### src/irdp_pkg.sv
package irdp_pkg;
  // register byte offsets
  localparam logic [7:0] IRDP_OFF_SEL  = 8'h24;
  localparam logic [7:0] IRDP_OFF_CMD  = 8'h28;
  localparam logic [7:0] IRDP_OFF_ADDR = 8'h2c;
  localparam logic [7:0] IRDP_OFF_DATA = 8'h30;
  // field positions and widths
  localparam int IRDP_READY_BIT = 31;
  localparam int IRDP_TGT_W     = 4;
  localparam int IRDP_ADDR_W    = 14;
  localparam int IRDP_DATA_W    = 32;
  // reset values
  localparam logic                   IRDP_READY_RST = 1'b1;
  localparam logic [IRDP_TGT_W-1:0]  IRDP_TGT_RST   = 4'h0;
  localparam logic                   IRDP_CMD_RST   = 1'b0;
  localparam logic [IRDP_ADDR_W-1:0] IRDP_ADDR_RST  = 14'h0000;
  localparam logic [IRDP_DATA_W-1:0] IRDP_DATA_RST  = 32'h0000_0000;
  // ram target codes
  localparam logic [3:0] IRDP_TGT_USB_RX    = 4'h0;
  localparam logic [3:0] IRDP_TGT_VLAN_HASH = 4'h1;
  localparam logic [3:0] IRDP_TGT_HDR  = 4'h2;
  localparam logic [3:0] IRDP_TGT_FCRX = 4'h3;
  localparam logic [3:0] IRDP_TGT_FCTX = 4'h4;
  localparam logic [3:0] IRDP_TGT_DESC = 4'h5;
  localparam logic [3:0] IRDP_TGT_USB_TX = 4'h7;
  // value returned for unmapped offsets and reserved targets
  localparam logic [31:0] IRDP_UNMAPPED = 32'h0000_0000;
  // port state machine
  typedef enum logic [2:0] {
    IRDP_IDLE = 3'b001,
    IRDP_REQ  = 3'b010,
    IRDP_WAIT = 3'b100
  } irdp_state_type;
endpackage : irdp_pkg

### src/irdp_ram_if.sv
// request and answer between the register bank and the ram mux
interface irdp_ram_if;
  import irdp_pkg::*;
  logic                   req;
  logic                   wr;
  logic [IRDP_TGT_W-1:0]  tgt;
  logic [IRDP_ADDR_W-1:0] addr;
  logic [IRDP_DATA_W-1:0] wdata;
  logic                   done;
  logic [IRDP_DATA_W-1:0] rdata;
  modport bank (output req, wr, tgt, addr, wdata, input done, rdata);
  modport mux  (input req, wr, tgt, addr, wdata, output done, rdata);
endinterface : irdp_ram_if

### src/irdp_bank.sv
// Operation
// - bit 31 of target register is a read-only ready flag, one after reset
// - ready reads one when idle, zero while a ram access runs
// - on reads ready returns only after the word lands in the data register
// - bits 3:0 pick the ram; codes 0..5 and 7 valid, others reserved
// - a write to command bit 0 while ready starts an access; one writes, zero reads
// - 14-bit word address in bits 13:0, upper bits read zero
// - 32-bit data register supplies write data and receives read data
module irdp_bank
  import irdp_pkg::*;
(
  input  wire logic                     core_clk,
  input  wire logic                     rst,
  input  wire logic                     clk_en,
  input  wire logic [7:0]               avs_address,
  input  wire logic                     avs_read,
  input  wire logic                     avs_write,
  input  wire logic [31:0]              avs_writedata,
  input  wire logic [3:0]               avs_byteenable,
  output logic [31:0]                   avs_readdata,
  output logic                          avs_waitrequest,
  output logic [7:0]                    ram_req,
  output logic                          ram_wr,
  output logic [IRDP_ADDR_W-1:0]        ram_addr,
  output logic [IRDP_DATA_W-1:0]        ram_wdata,
  input  wire logic [7:0]               ram_ack,
  input  wire logic [8*IRDP_DATA_W-1:0] ram_rdata
);
  typedef struct packed {
    irdp_state_type         state;
    logic [IRDP_TGT_W-1:0]  tgt;
    logic                   cmd;
    // direction latched at launch, so a late command write cannot turn a running access around
    logic                   op_wr;
    logic [IRDP_ADDR_W-1:0] addr;
    logic [IRDP_DATA_W-1:0] data;
    logic [31:0]            rdata;
    logic                   ack;
  } irdp_regs_type;

  irdp_regs_type st_reg;
  irdp_regs_type st_next;
  irdp_ram_if    rif ();
  logic          ready;
  logic          wr_hit;
  logic          rd_hit;
  logic [31:0]   wmask;

  ////////////////////////////////////////////////////////////////////////////
  // ram mux

  irdp_ram_mux u_mux (
    .core_clk  (core_clk),
    .rst       (rst),
    .clk_en    (clk_en),
    .bus       (rif),
    .ram_req   (ram_req),
    .ram_wr    (ram_wr),
    .ram_addr  (ram_addr),
    .ram_wdata (ram_wdata),
    .ram_ack   (ram_ack),
    .ram_rdata (ram_rdata)
  );

  // data register drives the write word
  assign rif.req   = (st_reg.state == IRDP_REQ);
  assign rif.wr    = st_reg.op_wr;
  assign rif.tgt   = st_reg.tgt;
  assign rif.addr  = st_reg.addr;
  assign rif.wdata = st_reg.data;

  ////////////////////////////////////////////////////////////////////////////
  // bus slave: one wait state per access, answer on the second edge

  assign ready           = (st_reg.state == IRDP_IDLE);
  assign avs_waitrequest = (avs_read || avs_write) && !st_reg.ack;
  assign avs_readdata    = st_reg.rdata;
  assign wr_hit          = avs_write && !st_reg.ack && clk_en;
  assign rd_hit          = avs_read && !st_reg.ack && clk_en;
  assign wmask = {{8{avs_byteenable[3]}}, {8{avs_byteenable[2]}},
                  {8{avs_byteenable[1]}}, {8{avs_byteenable[0]}}};

  // next-state of the whole bank
  always_comb begin
    st_next     = st_reg;
    st_next.ack = 1'b0;
    if (rd_hit) begin
      st_next.ack = 1'b1;
      unique case (avs_address)
        IRDP_OFF_SEL:  st_next.rdata = {ready, 27'h0, st_reg.tgt};
        IRDP_OFF_CMD:  st_next.rdata = {31'h0, st_reg.cmd};
        IRDP_OFF_ADDR: st_next.rdata = {18'h0, st_reg.addr};
        IRDP_OFF_DATA: st_next.rdata = st_reg.data;
        default:       st_next.rdata = IRDP_UNMAPPED;
      endcase
    end
    if (wr_hit) begin
      st_next.ack = 1'b1;
      unique case (avs_address)
        IRDP_OFF_SEL: begin
          if (avs_byteenable[0]) begin
            st_next.tgt = avs_writedata[IRDP_TGT_W-1:0];
          end
        end
        IRDP_OFF_CMD: begin
          if (avs_byteenable[0]) begin
            st_next.cmd = avs_writedata[0];
            // busy from next clock; commands while busy only store the command bit
            if (ready) begin
              st_next.state = IRDP_REQ;
              st_next.op_wr = avs_writedata[0];
            end
          end
        end
        IRDP_OFF_ADDR: begin
          st_next.addr = (st_reg.addr & ~wmask[IRDP_ADDR_W-1:0]) |
                         (avs_writedata[IRDP_ADDR_W-1:0] & wmask[IRDP_ADDR_W-1:0]);
        end
        IRDP_OFF_DATA: begin
          st_next.data = (st_reg.data & ~wmask) | (avs_writedata & wmask);
        end
        default: begin
          st_next.data = st_reg.data;
        end
      endcase
    end
    // access sequencing
    if (clk_en) begin
      unique case (st_reg.state)
        IRDP_IDLE: begin
          st_next.state = st_next.state;
        end
        IRDP_REQ: begin
          if (rif.done) begin
            // read word captured before ready returns
            if (!st_reg.op_wr) begin
              st_next.data = rif.rdata;
            end
            st_next.state = IRDP_WAIT;
          end
        end
        IRDP_WAIT: begin
          st_next.state = IRDP_IDLE;
        end
        default: begin
          st_next.state = IRDP_IDLE;
        end
      endcase
    end
  end

  // state register; clock enable freezes everything but reset, which loads even with clock enable low
  always_ff @(posedge core_clk) begin
    if (rst) begin
      st_reg.state <= IRDP_IDLE;
      st_reg.tgt   <= IRDP_TGT_RST;
      st_reg.cmd   <= IRDP_CMD_RST;
      st_reg.op_wr <= IRDP_CMD_RST;
      st_reg.addr  <= IRDP_ADDR_RST;
      st_reg.data  <= IRDP_DATA_RST;
      st_reg.rdata <= IRDP_UNMAPPED;
      st_reg.ack   <= 1'b0;
    end else if (clk_en) begin
      st_reg <= st_next;
    end
  end

  ////////////////////////////////////////////////////////////////////////////
  // checks

  reset_ready_a: assert property (@(posedge core_clk)
    $fell(rst) |-> ready) else $error("ready low after reset");
  busy_after_cmd_a: assert property (@(posedge core_clk) disable iff (rst)
    clk_en && wr_hit && avs_address == IRDP_OFF_CMD && avs_byteenable[0] && ready
    |=> !ready) else $error("ready not cleared after command");
  // read data stored the cycle after the ram answers
  read_capture_a: assert property (@(posedge core_clk) disable iff (rst)
    clk_en && rif.req && rif.done && !st_reg.op_wr |=> st_reg.data == $past(rif.rdata))
    else $error("read word not captured");
  // flag read while busy shows zero
  busy_during_req_a: assert property (@(posedge core_clk) disable iff (rst)
    st_reg.ack && $past(rd_hit) && $past(avs_address) == IRDP_OFF_SEL && !$past(ready)
    |-> !avs_readdata[31]) else $error("ready high during access");
  addr_upper_a: assert property (@(posedge core_clk) disable iff (rst)
    st_reg.ack && $past(avs_read) && $past(avs_address) == IRDP_OFF_ADDR
    |-> avs_readdata[31:14] == 18'h0) else $error("address upper bits nonzero");
  cmd_store_a: assert property (@(posedge core_clk) disable iff (rst)
    clk_en && wr_hit && avs_address == IRDP_OFF_CMD && avs_byteenable[0]
    |=> st_reg.cmd == $past(avs_writedata[0])) else $error("command bit not stored");
  tgt_store_a: assert property (@(posedge core_clk) disable iff (rst)
    clk_en && wr_hit && avs_address == IRDP_OFF_SEL && avs_byteenable[0]
    |=> st_reg.tgt == $past(avs_writedata[3:0])) else $error("target not stored");
  write_data_a: assert property (@(posedge core_clk) disable iff (rst)
    rif.req && st_reg.op_wr |-> ram_wdata == st_reg.data && ram_wr) else $error("write word wrong");
  // bus answers in one wait state
  bus_answer_a: assert property (@(posedge core_clk) disable iff (rst)
    clk_en && (avs_read || avs_write) && avs_waitrequest ##1 clk_en |-> !avs_waitrequest)
    else $error("bus answer late");
  launch_dir_a: assert property (@(posedge core_clk) disable iff (rst)
    clk_en && wr_hit && avs_address == IRDP_OFF_CMD && avs_byteenable[0] && ready
    |=> rif.req && ram_wr == $past(avs_writedata[0])) else $error("access direction wrong");
  idle_no_req_a: assert property (@(posedge core_clk) disable iff (rst)
    ready |-> ram_req == 8'h00) else $error("ram strobe while idle");
  wait_ready_a: assert property (@(posedge core_clk) disable iff (rst)
    clk_en && st_reg.state == IRDP_WAIT |=> ready) else $error("ready not restored");
endmodule : irdp_bank

### src/irdp_ram_mux.sv
// routes one port access to the selected internal ram; reserved targets complete at once
module irdp_ram_mux
  import irdp_pkg::*;
(
  input  wire logic                   core_clk,
  input  wire logic                   rst,
  input  wire logic                   clk_en,
  irdp_ram_if.mux                     bus,
  output logic [7:0]                  ram_req,
  output logic                        ram_wr,
  output logic [IRDP_ADDR_W-1:0]      ram_addr,
  output logic [IRDP_DATA_W-1:0]      ram_wdata,
  input  wire logic [7:0]             ram_ack,
  input  wire logic [8*IRDP_DATA_W-1:0] ram_rdata
);
  logic tgt_valid;
  logic [2:0] idx;

  // decode target; codes 6 and 8..15 are reserved
  always_comb begin
    idx       = bus.tgt[2:0];
    tgt_valid = (bus.tgt[3] == 1'b0) && (bus.tgt != 4'h6);
  end

  // one-hot strobe toward the selected ram
  always_comb begin
    ram_req = 8'h00;
    if (bus.req && tgt_valid) begin
      ram_req[idx] = 1'b1;
    end
  end

  assign ram_wr    = bus.wr;
  assign ram_addr  = bus.addr;
  assign ram_wdata = bus.wdata;
  // reserved targets answer immediately with zero so the port never hangs
  assign bus.done  = bus.req && (tgt_valid ? ram_ack[idx] : 1'b1);
  assign bus.rdata = tgt_valid ? ram_rdata[idx*IRDP_DATA_W +: IRDP_DATA_W] : IRDP_UNMAPPED;

  hold_stable_a: assert property (@(posedge core_clk) disable iff (rst)
    bus.req && !bus.done && clk_en |=> $stable(bus.addr) && $stable(bus.wr) && bus.req)
    else $error("ram request dropped early");
endmodule : irdp_ram_mux
### config.mk
export PLATFORM = sky130hd
export DESIGN_NAME = irdp_bank
export DESIGN_NICKNAME = d
export VERILOG_FILES = /design/src/irdp_pkg.sv /design/src/irdp_ram_if.sv /design/src/irdp_bank.sv /design/src/irdp_ram_mux.sv
export SDC_FILE = /design/constraint.sdc
export NUM_CORES = 1
export LEC_CHECK = 0
export ABC_AREA = 1
export BUFFER_PORTS_ARGS = -buffer_cell sky130_fd_sc_hd__clkbuf_2
export CAP_MARGIN = 20
export CORE_AREA = 10 10 149 151
export DETAILED_ROUTE_END_ITERATION = 8
export DIE_AREA = 0 0 159 161
export GPL_TIMING_DRIVEN = 0
export PLACE_DENSITY = 0.74
export SYNTH_ARGS = -nofsm -noshare
export SYNTH_HDL_FRONTEND = slang
export SYNTH_SLANG_ARGS = --single-unit
### constraint.sdc
create_clock -name core_clk -period 2 [get_ports core_clk]
set_clock_uncertainty 0.05 [all_clocks]
set_input_delay 0.2 -clock core_clk [delete_from_list [all_inputs] [get_ports core_clk]]
set_output_delay 0.2 -clock core_clk [all_outputs]
set_load 0.005 [all_outputs]
# Word-level counts from Yosys, hierarchy flattened

Cells that the tools add are included.

Flip-flop bits (word level): 88
Bits of input ports: 313

$lt $le $gt $ge: 2
Eq/ne operators: 7
Shift operators: 1
Multiplexer cells: 26
Bitwise operators: 9
Reduce and logical (&&, ||, !) cells: 16

Operators with widths:

| cell                                                                          | count |
|---|---|
| 256-bit by 9-bit variable part select with 32-bit output                      | 1 |
| 32-bit two-way mux                                                            | 5 |
| 32-bit case mux with 4 select lines                                           | 1 |
| 32-bit bitwise AND                                                            | 2 |
| 55-bit two-way mux                                                            | 1 |
| 8-bit by 6-bit equality test with 1-bit output (second input constant)        | 4 |
| 32-bit inverter                                                               | 1 |
| 32-bit bitwise OR                                                             | 1 |
| 14-bit bitwise AND                                                            | 2 |
| 14-bit two-way mux                                                            | 1 |
| 14-bit inverter                                                               | 1 |
| 14-bit bitwise OR                                                             | 1 |
| 3-bit two-way mux                                                             | 4 |
| 1-bit logical AND                                                             | 9 |
| 4-bit two-way mux                                                             | 2 |
| 8-bit two-way mux                                                             | 1 |
| 4-bit AND reduction                                                           | 2 |
| 1-bit two-way mux                                                             | 6 |
| 3-bit case mux with 2 select lines                                            | 1 |
| 5-bit AND reduction                                                           | 1 |
| 3-bit by 4-bit less-than comparator with 1-bit output (second input constant) | 1 |
| 2-bit two-way mux                                                             | 2 |
| 4-bit by 3-bit inequality test with 1-bit output (second input constant)      | 1 |
| 1-bit binary-select mux with 3-bit select                                     | 1 |
| 9 further kinds                                                               | 9 |

# Depth between registers and ports, before layout

Depth after elaboration: 8
Gate-level depth with buffers: 12

# Hierarchy

Synthesis repeated with hierarchy kept, for this count alone.

Cells, all modules: 1319
Area, all modules: 7449.6 um2

Modules (own cells, without submodules):

| module       | instances | cells each | area an instance (um2) | sequential area each (um2) |
|---|---|---|---|---|
| irdp_bank    | 1         | 656        | 4357.9                 | 1761.7 |
| irdp_ram_mux | 1         | 663        | 3091.7                 | 0.0 |

# Worst setup path after synthesis

Ideal clock, no wire load.

Path kind: register to register
Start: register, netlist name rif.tgt[0]
End: register st_reg (netlist bit rif.wdata[5])
Arrival time: 1.486 ns
Path slack: 0.332 ns
Stages on the path, launching flop included: 11
Buffers on the path: 3
Period minus slack after synthesis: 1.668 ns
Cell sequence: dfxtp_1 -> buf_2 -> buf_2 -> clkbuf_1 -> or2_2 -> nand3_1 -> nand2_1 -> o21ai_0 -> nand3_1 -> nand3_1 -> a21oi_1

Word-level cells in the longest chain between the ends: 6
Elaborated cells on any way between the ends: 11
Those cells by class: 1 x eq/ne; 1 x shift; 7 x mux; 2 x reduce/logical

RTL lines:

| element                                                                                          | line             | RTL |
|---|---|---|
| branches (longest 4 deep; another with 256-bit by 9-bit variable part select with 32-bit output) | n/a              |  |
| 32-bit two-way mux (*)                                                                           | irdp_bank.sv:134 | `if (rif.done) begin` |
| 32-bit two-way mux (*)                                                                           | irdp_bank.sv:129 | `unique case (st_reg.state)` |
| end signal, assigned                                                                             | irdp_bank.sv:164 | `st_reg <= st_next;` |
| end, declared                                                                                    | irdp_bank.sv:41  | `irdp_regs_type st_reg;` |

Mark *: on every way between the ends. The select of a mux whose other input is x is not followed.
A chain may end at the register's enable or synchronous reset.

# Worst setup path in the final report

Start: register, netlist name rif.tgt[0]
End: register st_reg (netlist bit rif.wdata[22])

Word-level cells in the longest chain between the ends: 6
Elaborated cells on any way between the ends: 11
Those cells by class: 1 x eq/ne; 1 x shift; 7 x mux; 2 x reduce/logical

RTL lines:

| element                                                                                          | line |
|---|---|
| branches (longest 4 deep; another with 256-bit by 9-bit variable part select with 32-bit output) | n/a |
| 32-bit two-way mux (*)                                                                           | irdp_bank.sv:134 |
| 32-bit two-way mux (*)                                                                           | irdp_bank.sv:129 |

Marks and branches as above.

==> summary.txt <==
outcome = complete, no violations
Synth top area share = 0.218
CP endpoint kind = register
unrepaired setup endpoints after global routing = true
post-route ant nets = 0
WL/cell = 19.1 µm
number of synthesis warnings = 0
H-tree Lvls = 3
CP Class = reg -> reg
total placed instance area = 10400 µm²
clk sinks = 88
utilization after layout = 0.581
post-DR vias/cell = 5.03
number of fill cells = 2027
I/O pin total = 401
placed wire-length estimate = 34500 µm
Core Area = 19200 µm²
Post-synth EDFFs = 0
Starting Density = 0.420
mapped cell area = 8080 µm²
Mean Syn Cell Area = 5.53 µm²
Worst-path clk slew = 0.07 ns
Arr. time, crit path = 2.10 ns
Netlist cell types = 25
total clock buffers created by CTS = 9
CTS tree = yes
Placer Congestion = 0.972
Nets = 2193
Startpoint Class = register
DRT Wirelength = 41200 µm
register bit total from synthesis = 88
Leakage = 6.33 nW
maxcap violations = 0
initial antenna violation count = 5
cell area power density = 401 nW/µm²
largest net degree at the start of global routing = 16
setup TNS = 0 ns
first-pass GRT wire length = 62100 µm
die extent in x = 159 µm
Max FO, Critical Path = 10
syn nets = 1772
max frequency = 511 MHz
Slew @ Worst Pin = 0.987 ns
setup ws final = 0.0419 ns
most frequent cell after synthesis = nand2_1
worst endpoint required time = 2.15 ns
post-synth top area cell = dfxtp_1
HP Class = in -> reg
VDD IR max = 0.430 mV
FF-to-FF End = rif.wdata[22]
dpl ws = -0.356 ns
Critical Path Sink = rif.wdata[22]
area grow syn2layout = 38.1%
ranking of synthesized cells by area = dfxtp_1, nand2_1, nand3_1
Reg2Reg Launch Point = rif.tgt[0]
Max transition margin = 0.340
max-slew violation count = 0
vias in the first global route = 10700
# setup viols final = 0
Post-synth top cells = nand2_1, inv_1, nand3_1
Initial DRC Count = 823
sequential area share after synthesis = 0.218
Final period util = 0.979
Power, Total = 4.47 mW
Die Ht = 161 µm
endpoints failing hold = 0
Hold Slack = 0.0537 ns
design area = 11200 µm²
Via Count = 10800
gr usage total = 0.302
worst reg2reg path depth = 10
number of remaining DRC errors = 0
reg-to-reg slack, setup = 0.04 ns
dpl cells = 2123
Die Area = 25600 µm²
CTS Buffer Depth = 2
Synth Flop Type = dfxtp_1
Layout Cells excl Fill = 2154
share of post-route cells with drive strength above 1 = 0.341
CTS Root Cell = clkbuf_16
Pre-Repair DR Iteration Count = 9
async set-reset flop share out of synthesis = 0
clock latency at the later pin of the worst-skew pair = 0.35 ns
CP Launch Point = rif.tgt[0]
GR Overflow Total = 0
PortBufs = 399
num rows = 51
Min Clock Period, post-route = 1.96 ns
Post-Syn Instances = 1459
==> worst min-delay path by stage <==
stage	startpoint	end	slack (ns)	cells past startpoint
floorplan	avs_writedata[0]	register	0.28	2
global placement	st_reg[80]	st_reg[80]	0.39	2
detailed placement	avs_readdata[24]	avs_readdata[24]	0.41	2
CTS	avs_writedata[12]	register	0.05	3
global route	avs_writedata[12]	register	0.06	3
finish	avs_writedata[12]	register	0.05	3
==> cell usage in the layout, fill, tap and decap left out, types with 5 or more instances in the layout <==
cell	instances
a22o_1	9
nand3_1	196
o21ai_1	5
or2_2	46
buf_2	15
inv_1	249
o211ai_1	33
o21ai_0	31
clkbuf_4	8
clkbuf_1	21
buf_4	97
nor2_4	8
nand2_1	448
clkbuf_16	9
diode_2	5
nor2_1	43
nor2_2	5
nand3_2	7
o21ai_2	5
a21oi_1	73
dfxtp_1	84
nand4_1	35
clkbuf_2	413
==> worst max-delay path, stage by stage, from the launching register on <==
cell,delay (ns)
dfxtp_2,0.33
buf_6,0.14
buf_8,0.14
buf_12,0.14
or2_2,0.29
nand3_1,0.07
nand2_1,0.08
o21ai_1,0.22
nand3_1,0.15
nand3_1,0.11
a21oi_1,0.08
==> logic make-up after synthesis <==
kind of cell    synth area share
simple gates               0.436
buf+inv                    0.233
compound gates             0.112
flops                      0.218
other cells             0.000464
==> layout make-up <==
class / instances / area, µm² / area share
Antenna cell: 5 / 12.5 / 0.00112
Buffer: 158 / 1090 / 0.0979
Clock buffer: 9 / 225 / 0.0202
Clock inverter: 6 / 115 / 0.0103
Inverter: 253 / 950 / 0.0851
Multi-Input combinational cell: 959 / 4570 / 0.410
Sequential cell: 88 / 1770 / 0.159
Tap cell: 265 / 332 / 0.0297
Timing Repair Buffer: 411 / 2080 / 0.187
==> per-layer routing <==
metal,up-vias,share of wire,global-route usage
li1,5311,-,-
met1,4926,0.40,0.362
met2,545,0.49,0.532
met3,55,0.092,0.0745
met4,0,0.021,0.0746
met5,-,0,0
==> timing repair <==
action                     4_1_cts  5_1_grt
hold buffers                     0        0
gates resized for setup         64       69
buffers inserted                 3        8
pin swaps                        4        7
cloned                           0        1
setup endpoints to repair       40       46
==> where the power goes <==
group | internal, mW | switching, mW
combinational | 0.345 | 0.408
sequential | 1.75 | 0.00273
clock | 1.22 | 0.741
No activity file was read; power rests on OpenSTA's default activity.
